$ cat config.mk
export PLATFORM = sky130hd
export DESIGN_NAME = lpg_top
export DESIGN_NICKNAME = d
export VERILOG_FILES = /design/src/core/lpg_pkg.sv /design/src/core/lpg_mode_resolve.sv /design/src/core/lpg_top.sv
export SDC_FILE = /design/constraint.sdc
export NUM_CORES = 1
export LEC_CHECK = 0
export ABC_CLOCK_PERIOD_IN_PS = 2700
export CAP_MARGIN = 20
export CORE_MARGIN = 4
export CORE_UTILIZATION = 47
export DETAILED_ROUTE_END_ITERATION = 10
export DONT_BUFFER_PORTS = 1
export GPL_TIMING_DRIVEN = 0
export PLACE_DENSITY = 0.67
export SYNTH_ARGS = -nofsm -noshare
export SYNTH_HDL_FRONTEND = slang
export SYNTH_SLANG_ARGS = --single-unit
$ cat constraint.sdc
create_clock -name mclk -period 2.7 [get_ports mclk]
set_clock_uncertainty 0.05 [all_clocks]
set_input_delay 0.675 -clock mclk [delete_from_list [all_inputs] [get_ports mclk]]
set_output_delay 0.675 -clock mclk [all_outputs]
set_load 0.1 [all_outputs]
$ cat src/core/lpg_pkg.sv
// Package with register map, field positions and mode encodings for the peripheral gating block.
// Overview of operation
// RULE1: Any stop mode halts all peripheral clocks.
// RULE2: Debug flag keeps debug clock in stop.
// RULE3: Low-power modes gate clocks per gating registers.
// RULE4: Debug flag turns deep stop into light stop.
// RULE5: Debug flag keeps normal run or wait.
// RULE6: Low-voltage stop turns deep into light stop.
// RULE7: Low-voltage stop keeps normal run or wait.
// RULE8: Software sets bypass mode, bus at most 125kHz.
// RULE9: Light stop keeps internal reference only if enabled.
// RULE10: Stop keeps crystal oscillator only if enabled.
// RULE11: Low-power time counter needs slow clock source.
// RULE12: Low-power display needs oscillator or time clock.
// RULE13: Light stop regulator on only with detection.
// RULE14: Converter uses async clock; reference for bandgap.
// RULE15: Software enables reference for comparator bandgap.
package lpg_pkg;
   localparam logic [11:0] LPG_ADDR_CTRL   = 12'h000;
   localparam logic [11:0] LPG_ADDR_GATE1  = 12'h004;
   localparam logic [11:0] LPG_ADDR_GATE2  = 12'h008;
   localparam logic [11:0] LPG_ADDR_CLKGEN = 12'h00C;
   localparam logic [11:0] LPG_ADDR_REQ    = 12'h010;
   localparam logic [11:0] LPG_ADDR_STATUS = 12'h014;

   localparam int LPG_CTRL_DEBUG    = 0;
   localparam int LPG_CTRL_LVSTOP   = 1;
   localparam int LPG_CTRL_LVDET    = 2;
   localparam int LPG_CTRL_TODSRC   = 4;
   localparam int LPG_CTRL_DISPSRC  = 6;
   localparam int LPG_CTRL_ADCASYNC = 8;
   localparam int LPG_CTRL_VREFSTOP = 9;
   localparam int LPG_CTRL_ADCBG    = 10;
   localparam int LPG_CTRL_ACMPBG   = 11;
   localparam int LPG_CLK_INTERNAL_REF_CLOCK_ENABLE   = 0;
   localparam int LPG_CLK_IRSTEN    = 1;
   localparam int LPG_CLK_EXTERNAL_REF_CLOCK_ENABLE   = 2;
   localparam int LPG_CLK_ERSTEN    = 3;
   localparam int LPG_CLK_BYPASS    = 4;

   localparam logic [1:0] LPG_TOD_LPO     = 2'h0;
   localparam logic [1:0] LPG_TOD_OSCILLATOR_OUTPUT_CLOCK  = 2'h1;
   localparam logic [1:0] LPG_DISP_OSCILLATOR_OUTPUT_CLOCK = 2'h0;
   localparam logic [1:0] LPG_DISP_TIME_OF_DAY_CLOCK = 2'h1;

   localparam logic [31:0] LPG_CTRL_RESET  = 32'h00000000;
   localparam logic [31:0] LPG_GATE_RESET  = 32'h000000FF;
   localparam logic [31:0] LPG_CLK_RESET   = 32'h00000000;
   localparam int          LPG_GATE_W      = 8;

   typedef enum logic [2:0] {
      LPG_REQ_RUN    = 3'h0,
      LPG_REQ_WAIT   = 3'h1,
      LPG_REQ_LOW_POWER_RUN_MODE  = 3'h2,
      LPG_REQ_LOW_POWER_WAIT_MODE = 3'h3,
      LPG_REQ_LSTOP  = 3'h4,
      LPG_REQ_DSTOP  = 3'h5
   } lpg_req_type;

   typedef enum logic [2:0] {
      LPG_RUN    = 3'b000,
      LPG_WAIT   = 3'b001,
      LPG_LOW_POWER_RUN_MODE  = 3'b011,
      LPG_LOW_POWER_WAIT_MODE = 3'b010,
      LPG_LSTOP  = 3'b110,
      LPG_DSTOP  = 3'b111
   } lpg_mode_type;
endpackage : lpg_pkg

$ cat src/core/lpg_mode_resolve.sv
// Module that redirects a requested power mode under debug or low-voltage stop.
`timescale 1ns/10ps
module lpg_mode_resolve
   import lpg_pkg::*;
(
   input  wire logic [2:0] req,
   input  wire logic       debug_enable_flag,
   input  wire logic       lowvolt_stop_enable,
   output      logic [2:0] mode
);
   logic block_lp;
   assign block_lp = debug_enable_flag | lowvolt_stop_enable;
   always_comb begin
      unique case (req)
         // RULE4 RULE6 deep stop redirect.
         LPG_REQ_DSTOP:  mode = block_lp ? LPG_LSTOP : LPG_DSTOP;
         // RULE5 RULE7 low-power run redirect.
         LPG_REQ_LOW_POWER_RUN_MODE:  mode = block_lp ? LPG_RUN : LPG_LOW_POWER_RUN_MODE;
         LPG_REQ_LOW_POWER_WAIT_MODE: mode = block_lp ? LPG_WAIT : LPG_LOW_POWER_WAIT_MODE;
         LPG_REQ_LSTOP:  mode = LPG_LSTOP;
         LPG_REQ_WAIT:   mode = LPG_WAIT;
         default:        mode = LPG_RUN;
      endcase
   end
endmodule : lpg_mode_resolve

$ cat src/core/lpg_top.sv
// Top module of the peripheral clock and domain gating block with its APB slave.
`timescale 1ns/10ps
module lpg_top
   import lpg_pkg::*;
(
   input  wire logic                  mclk,
   input  wire logic                  reset,
   input  wire logic                  psel,
   input  wire logic                  penable,
   input  wire logic                  pwrite,
   input  wire logic [11:0]           paddr,
   input  wire logic [31:0]           pwdata,
   output      logic [31:0]           prdata,
   output      logic                  pready,
   output      logic                  pslverr,
   output      logic [LPG_GATE_W-1:0] periph_clk_en_one,
   output      logic [LPG_GATE_W-1:0] periph_clk_en_two,
   output      logic                  debug_clk_en,
   output      logic                  internal_ref_run,
   output      logic                  crystal_osc_run,
   output      logic                  regulator_full_on,
   output      logic                  regulator_partial_down,
   output      logic                  tod_run,
   output      logic                  display_run,
   output      logic                  converter_run,
   output      logic                  comparator_run,
   output      logic [2:0]            mode_state
);
   logic [31:0]           ctrl_reg;
   logic [LPG_GATE_W-1:0] gate1_reg;
   logic [LPG_GATE_W-1:0] gate2_reg;
   logic [4:0]            clkgen_reg;
   logic [2:0]            req_reg;
   logic [2:0]            mode_next;
   logic                  wr_en;
   logic                  addr_ok;
   logic                  in_stop;
   logic                  in_lp;
   logic                  debug_enable_flag;
   logic                  lowvolt_stop_enable;

   function automatic logic is_mapped(input logic [11:0] a);
      is_mapped = (a == LPG_ADDR_CTRL) || (a == LPG_ADDR_GATE1) || (a == LPG_ADDR_GATE2) ||
                  (a == LPG_ADDR_CLKGEN) || (a == LPG_ADDR_REQ) || (a == LPG_ADDR_STATUS);
   endfunction : is_mapped

   assign addr_ok             = is_mapped(paddr);
   assign wr_en               = psel & penable & pwrite & addr_ok;
   assign debug_enable_flag   = ctrl_reg[LPG_CTRL_DEBUG];
   assign lowvolt_stop_enable = ctrl_reg[LPG_CTRL_LVSTOP];
   assign in_stop = (mode_state == LPG_LSTOP) || (mode_state == LPG_DSTOP);
   assign in_lp   = (mode_state == LPG_LOW_POWER_RUN_MODE) || (mode_state == LPG_LOW_POWER_WAIT_MODE);

   lpg_mode_resolve u_resolve (
      .req                 (req_reg),
      .debug_enable_flag   (debug_enable_flag),
      .lowvolt_stop_enable (lowvolt_stop_enable),
      .mode                (mode_next)
   );

   always_ff @(posedge mclk) begin
      if (reset) begin
         ctrl_reg   <= LPG_CTRL_RESET;
         gate1_reg  <= LPG_GATE_RESET[LPG_GATE_W-1:0];
         gate2_reg  <= LPG_GATE_RESET[LPG_GATE_W-1:0];
         clkgen_reg <= LPG_CLK_RESET[4:0];
         req_reg    <= LPG_REQ_RUN;
      end else if (wr_en) begin
         unique case (paddr)
            LPG_ADDR_CTRL:   ctrl_reg   <= pwdata;
            LPG_ADDR_GATE1:  gate1_reg  <= pwdata[LPG_GATE_W-1:0];
            LPG_ADDR_GATE2:  gate2_reg  <= pwdata[LPG_GATE_W-1:0];
            LPG_ADDR_CLKGEN: clkgen_reg <= pwdata[4:0];
            LPG_ADDR_REQ:    req_reg    <= (pwdata[2:0] > LPG_REQ_DSTOP) ? LPG_REQ_RUN
                                                                           : pwdata[2:0];
            default: ;
         endcase
      end
   end

   always_ff @(posedge mclk) begin
      if (reset) begin
         pready  <= 1'b0;
         pslverr <= 1'b0;
         prdata  <= 32'h00000000;
      end else begin
         pready  <= psel & ~penable;
         pslverr <= psel & ~penable & ~addr_ok;
         if (psel & ~penable & ~pwrite) begin
            unique case (paddr)
               LPG_ADDR_CTRL:   prdata <= ctrl_reg;
               LPG_ADDR_GATE1:  prdata <= {24'h000000, gate1_reg};
               LPG_ADDR_GATE2:  prdata <= {24'h000000, gate2_reg};
               LPG_ADDR_CLKGEN: prdata <= {27'h0000000, clkgen_reg};
               LPG_ADDR_REQ:    prdata <= {29'h00000000, req_reg};
               LPG_ADDR_STATUS: prdata <= {29'h00000000, mode_state};
               default:         prdata <= 32'h00000000;
            endcase
         end
      end
   end

   always_ff @(posedge mclk) begin
      if (reset) begin
         mode_state <= LPG_RUN;
      end else begin
         mode_state <= mode_next;
      end
   end

   always_ff @(posedge mclk) begin
      if (reset) begin
         periph_clk_en_one <= '1;
         periph_clk_en_two <= '1;
         debug_clk_en      <= 1'b1;
      end else if (mode_next == LPG_LSTOP || mode_next == LPG_DSTOP) begin
         // RULE1 stop halts clocks.
         periph_clk_en_one <= '0;
         periph_clk_en_two <= '0;
         // RULE2 debug clock kept.
         debug_clk_en      <= debug_enable_flag;
      end else if (mode_next == LPG_LOW_POWER_RUN_MODE || mode_next == LPG_LOW_POWER_WAIT_MODE) begin
         // RULE3 register-driven gating.
         periph_clk_en_one <= gate1_reg;
         periph_clk_en_two <= gate2_reg;
         debug_clk_en      <= 1'b0;
      end else begin
         periph_clk_en_one <= '1;
         periph_clk_en_two <= '1;
         debug_clk_en      <= 1'b1;
      end
   end

   always_ff @(posedge mclk) begin
      if (reset) begin
         internal_ref_run       <= 1'b1;
         crystal_osc_run        <= 1'b1;
         regulator_full_on      <= 1'b1;
         regulator_partial_down <= 1'b0;
      end else begin
         // RULE9 internal reference in light stop.
         internal_ref_run <= (mode_next == LPG_DSTOP) ? 1'b0 :
                             (mode_next == LPG_LSTOP) ? (clkgen_reg[LPG_CLK_INTERNAL_REF_CLOCK_ENABLE] &
                                                         clkgen_reg[LPG_CLK_IRSTEN]) : 1'b1;
         // RULE10 crystal oscillator in stop.
         crystal_osc_run  <= (mode_next == LPG_LSTOP || mode_next == LPG_DSTOP) ?
                             (clkgen_reg[LPG_CLK_EXTERNAL_REF_CLOCK_ENABLE] & clkgen_reg[LPG_CLK_ERSTEN]) : 1'b1;
         // RULE13 regulator in light stop.
         regulator_full_on <= (mode_next == LPG_LSTOP) ? ctrl_reg[LPG_CTRL_LVDET] :
                              (mode_next == LPG_RUN || mode_next == LPG_WAIT);
         regulator_partial_down <= (mode_next == LPG_DSTOP);
      end
   end

   always_ff @(posedge mclk) begin
      if (reset) begin
         tod_run        <= 1'b1;
         display_run    <= 1'b1;
         converter_run  <= 1'b1;
         comparator_run <= 1'b1;
      end else if (in_lp) begin
         // RULE11 slow time-of-day source.
         tod_run <= (ctrl_reg[LPG_CTRL_TODSRC+:2] == LPG_TOD_LPO) ||
                    (ctrl_reg[LPG_CTRL_TODSRC+:2] == LPG_TOD_OSCILLATOR_OUTPUT_CLOCK);
         // RULE12 display clock source.
         display_run <= (ctrl_reg[LPG_CTRL_DISPSRC+:2] == LPG_DISP_OSCILLATOR_OUTPUT_CLOCK) ||
                        (ctrl_reg[LPG_CTRL_DISPSRC+:2] == LPG_DISP_TIME_OF_DAY_CLOCK);
         // RULE14 converter asynchronous clock.
         converter_run  <= ctrl_reg[LPG_CTRL_ADCASYNC];
         comparator_run <= 1'b1;
      end else if (in_stop) begin
         tod_run     <= 1'b1;
         display_run <= 1'b1;
         // RULE14 converter bandgap reference.
         converter_run <= (mode_state == LPG_LSTOP) & ctrl_reg[LPG_CTRL_ADCASYNC] &
                          (~ctrl_reg[LPG_CTRL_ADCBG] | ctrl_reg[LPG_CTRL_VREFSTOP]);
         // RULE15 comparator bandgap reference.
         comparator_run <= (mode_state == LPG_LSTOP) &
                           (~ctrl_reg[LPG_CTRL_ACMPBG] | ctrl_reg[LPG_CTRL_VREFSTOP]);
      end else begin
         tod_run        <= 1'b1;
         display_run    <= 1'b1;
         converter_run  <= 1'b1;
         comparator_run <= 1'b1;
      end
   end
endmodule : lpg_top

==> results of run 1 <==
## placed cells by master, fill, tap and decap left out, types with 3 or more instances in the layout
master	netlist	routed
dfxtp_1	118	118
o21ai_1	27	27
buf_6	5	5
nor2_1	57	57
o21ai_0	20	20
bufinv_16	0	4
clkbuf_16	0	16
mux2i_1	13	13
nand3_1	45	45
buf_4	3	3
o21ai_2	3	3
nor3b_1	3	3
a21oi_1	53	53
clkinv_4	0	4
a22o_1	27	27
buf_2	9	9
nand2_1	14	14
nor2b_1	6	6
or4_4	3	3
mux4_2	4	4
a211oi_1	9	9
a31oi_1	4	4
clkinv_2	0	3
clkbuf_1	23	23
or2_2	3	3
and3_1	3	3
## power by group through the flow
stage / combinational [uW] / sequential [uW] / clock, uW
6_report: 119 / 1770 / 2320
2_1_floorplan: 85.0 / 1810 / 0
4_1_cts: 117 / 1770 / 2350
3_5_place_dp: 116 / 1810 / 0
5_1_grt: 128 / 1770 / 2430
3_3_place_gp: 115 / 1810 / 0
## through the flow
step	area (um^2)	hold slack (ns)	setup TNS (ns)
3_5_place_dp	4660	0.358	-0.151
5_1_grt	5270	0.183	0
3_3_place_gp	4660	0.350	-0.228
6_report	5270	0.204	0
4_1_cts	5270	0.182	0
2_1_floorplan	4500	0.319	0
## cells in the mapped netlist, types with 2 or more instances
cell type  count
nand3_1       45
o21ai_2        3
mux4_2         4
o211ai_1       2
a22o_1        27
nand3b_1       2
buf_6          5
nand4_1        2
nand4b_1       2
dfxtp_1      118
a211oi_1       9
and2_1         2
mux2_2         2
buf_2          9
clkbuf_1      23
a31oi_1        4
o21ai_0       20
o21ai_1       27
and3_1         3
buf_4          3
or4_4          3
nor2b_1        6
inv_1          2
nand2b_1       2
nor3b_1        3
nor2_1        57
a21oi_1       53
mux2i_1       13
or2_2          3
nand2_1       14
## per-layer routing
layer	global-route usage, %	share of wire [%]
met2	35.3	48
met5	0	0
met3	7.41	8.4
met1	26.9	42
met4	9.34	2.3
## final cells by class
cell class / count / area share, %
Buffer: 41 / 4.06
Clock buffer: 17 / 7.85
Clock inverter: 15 / 3.84
Inverter: 3 / 0.214
Multi-Input combinational cell: 319 / 36.2
Sequential cell: 118 / 44.8
Tap cell: 129 / 3.06
## worst paths after layout
kind	to	cells after the start	slack (ns)	startpoint
setup / recovery	mode_state[2]	0	0.39	mode_state[2]$_SDFF_PP0_
hold / removal	pready$_SDFF_PP0_	1	0.20	penable
setup reg to reg	prdata[2]$_SDFFE_PP0P_	3	0.80	mode_state[2]$_SDFF_PP0_
hold reg to reg	display_run$_SDFF_PP1_	1	0.38	ctrl_reg[7]$_SDFFE_PP0P_
## logic make-up (layout without fill, tap and decap cells)
family                 count (synthesis)  count (layout)  synth area share (%)
buffers and inverters                 44              76                  5.01
muxes                                 19              19                  5.40
and+or+nand+nor                      153             153                  17.3
AOI/OAI and AO/OA                    147             147                  19.7
DFF                                  118             118                  52.5
==> impl_metrics.ini, run 1 <==
[status]
status = finished, final reports clean

[clocking]
cts-buffers-inserted = 17
cts.htree.levels = 4
cts_hold_buf = 0
ctsResizeCount = 0
clock_path_buffers = 2
cts_tree = yes
insertion_delay_ns = 0.51
cts_sinks = 118
cts_root_buf = clkbuf_8
postCtsSetupRepairBufs = 0
clkTransAtPathRegs_ns = 0.06

[place]
dp.cells = 610
dp_slack_ns = -0.0346
io_buffer_count = 0
dp_hpwl_mm = 8.47
globalplace.congestion = 0.850

[global_routing]
grt_max_degree = 17
grt_overflow = 0
grt_pass1_vias = 3794
grtUsageTotal_pct = 22.0
antenna_found_initial = 0
grt_pass1_wl_mm = 19.5

[finish]
fin_cells = 642
final_core_util_pct = 56.8
area_growth_syn_to_layout_pct = 17.3
final_nets = 549
register_area_um2 = 2360
multiInputGateArea_um2 = 1910
fillers = 866
layout-drive-gt1-share_pct = 13.5
n_antenna_cell = 0

[route]
antenna_left = 0
dr.pass1.iters = 5
drt_drc_violations_left = 0
viasPerCell = 5.86
drtIter0Drc = 313
dr_total_vias = 3760
post_drt_wl_per_cell_um = 18.9
wl_mm = 12.1

[power]
swShare_pct = 22.0
pwr-share-comb_pct = 2.8
power.static_leakage_uw = 0.00182
seq_power_share_pct = 42.1
power.switching_uw = 928
p_per_area_nw_per_um2 = 798
total_power_uw = 4210
p_clk_share_pct = 55.1
p_int_uw = 3280
ir_drop_uv = 354

[synth]
synth_top_flop_cell = dfxtp_1
synthTopCellsByArea = dfxtp_1, a21oi_1, a22o_1, nand3_1, nor2_1
synthArstFlopShare_pct = 0
ys_types = 43
ys_ff_latch = 118
synth_area_um2 = 4500
yosys_warnings = 0
synth_largest_area_cell = dfxtp_1
syn-num-nets = 530
synth_top_area_share_pct = 52.5
postSynthAreaPerCell_um2 = 9.35
synth-edff-count = 0
synth-seq-area-share_pct = 52.5
syn_inst = 481

[worst_setup_path]
cp_max_fo = 5
critical_path_required_ns = 1.98
critPathKind = reg -> out
start_kind = flip-flop
end_kind = output pin
cp.arrival_ns = 1.59

[floorplan]
core_um2 = 9280
ios = 111
die_y_um = 106
die-area_um2 = 11200
die_w_um = 106
start_util_pct = 48.4
fp-row-count = 35

[sta]
hold_viol = 0
grt_setup_unrepaired = no
period_needed_ns = 2.31
setup_ws_ns = 0.388
fmax_mhz = 432
finalSetupViolCount = 0
tightest_slew_ns = 1.14
final_max_slew_viol_count = 0
relSlewSlack_pct = 23.7
fin_crit_sh_pct = 85.6

[job]
maxCapViolCount = 0

[hold_path]
min_path_type = in -> reg
(Power assumes the default switching activity.)
==> run 2: changes to the inputs <==
--- a/config.mk
+++ b/config.mk
@@ -7,7 +7,6 @@
 export LEC_CHECK = 0
 export ABC_CLOCK_PERIOD_IN_PS = 2700
 export CAP_MARGIN = 20
-export CORE_MARGIN = 4
 export CORE_UTILIZATION = 47
 export DETAILED_ROUTE_END_ITERATION = 10
 export DONT_BUFFER_PORTS = 1
==> run 2 against run 1 <==
Power down 0.97%; critical path type is now in -> reg; first-iteration DRC count down 25%; highest routed layer unchanged; critical path depth up 7.
==> impl_metrics.ini, run 2 (same netlist as run 1, synthesis figures left out) <==
[worst_setup_path]
end_kind = flip-flop
crit_path_start = paddr[4]
path_cells = buf_6, or4_4, nor4_2, buf_2, and3b_1, buf_4, mux2i_1
rr_worst_depth = 3
crit_slowest_cell = or4_4
cp.arrival_ns = 2.71
start_kind = primary input
critical_path_required_ns = 3.08
cp_max_fo = 10
critPathMaxStageDelay_ns = 0.57
critPathKind = in -> reg
worstReg2RegStart = mode_state[2]$_SDFF_PP0_

[sta]
hold_viol = 0
period_needed_ns = 2.33
finalSetupViolCount = 0
fin_crit_sh_pct = 86.5
tns_ns = 0
grt_setup_unrepaired = no
relSlewSlack_pct = 23.5
final_max_slew_viol_count = 0
fmax_mhz = 428
tightest_slew_ns = 1.15

[clocking]
cts_hold_buf = 0
postCtsSetupRepairBufs = 0
ctsResizeCount = 0
cts_tree = yes
cts_sinks = 118
insertion_delay_ns = 0.51
cts-buffers-inserted = 17
cts_root_buf = clkbuf_8
clock_path_buffers = 2
clkTransAtPathRegs_ns = 0.06
cts.htree.levels = 4

[finish]
final_cell_mix = dfxtp_1, nor2_1, a21oi_1
n_antenna_cell = 0
area_growth_syn_to_layout_pct = 17.1
final_nets = 549
final_core_util_pct = 57.0
fin_cells = 642
final_common_cell = dfxtp_1
layout-drive-gt1-share_pct = 13.5

[power]
p_int_uw = 3210
p_per_area_nw_per_um2 = 792
swShare_pct = 23.0
seq_power_share_pct = 42.5
ir_drop_uv = 339
pwr-share-comb_pct = 2.9
power.switching_uw = 961
total_power_uw = 4170
power.static_leakage_uw = 0.00181
p_clk_share_pct = 54.7

[place]
io_buffer_count = 0
globalplace.congestion = 0.896
dp_hpwl_mm = 8.32
dp.cells = 610

[global_routing]
grt_pass1_wl_mm = 18.5
grt_max_degree = 17
grt_pass1_vias = 3621
grtUsageTotal_pct = 24.4
grt_overflow = 0
antenna_found_initial = 0

[floorplan]
start_util_pct = 48.7
die_y_um = 99.8
core_um2 = 9240
fp-row-count = 35
die-area_um2 = 9960
ios = 111
die_w_um = 99.8

[route]
wl_mm = 11.7
dr.pass1.iters = 5
antenna_left = 0
drtIter0Drc = 235
dr_total_vias = 3722
viasPerCell = 5.80
post_drt_wl_per_cell_um = 18.3
drt_drc_violations_left = 0

[job]
maxCapViolCount = 0

[status]
status = finished, final reports clean

[hold_path]
min_path_type = in -> reg
hold_depth = 1
hold_path_startpoint = penable
==> run 2: final timing paths <==
path	slack (ns)	to
worst min register to register	0.36	tod_run$_SDFF_PP1_
worst max register to register	0.78	prdata[2]$_SDFFE_PP0P_
worst max-delay path	0.37	gate2_reg[5]$_SDFFE_PP1P_
worst min-delay path	0.20	pready$_SDFF_PP0_
==> run 2: critical path, delay by kind of cell <==
family / cells / cell delay, ns
buf+inv: 3 / 0.67
mux: 1 / 0.21
simple gates: 3 / 1.16
==> run 2: area by class of cell <==
cell class                 instances  area (um^2)
buffer                            41          214
clock buffer                      17          414
clock inverter                    15          193
fill                             801         3980
inverter                           3         11.3
multi-input combinational        319         1910
sequential                       118         2360
tap                              129          161
==> run 2: power groups by stage <==
stage	sequential [uW]	clock [uW]	combinational, uW
after floorplan	1810	0	85.0
after global placement	1810	0	115
after detailed placement	1810	0	117
after CTS	1770	2310	118
after global routing	1770	2410	129
final	1770	2280	119
==> run 2: layer usage <==
layer,vias up,GRT usage [%],routed length [um]
met2,152,38.5,5570
met1,1767,29.3,4930
met3,30,7.94,920
li1,1773,-,-
met5,-,0,0
met4,0,13.9,307
==> run 2: metrics by stage <==
| stage | setup WS [ns] | hold WS, ns | area, um^2 |
|---|---|---|---|
| final | 0.366 | 0.204 | 5260 |
| after detailed placement | -0.121 | 0.343 | 4660 |
| after CTS | 0.372 | 0.184 | 5260 |
| after floorplan | 0.309 | 0.319 | 4500 |
| after global routing | 0.297 | 0.188 | 5260 |
| after global placement | -0.0346 | 0.344 | 4660 |
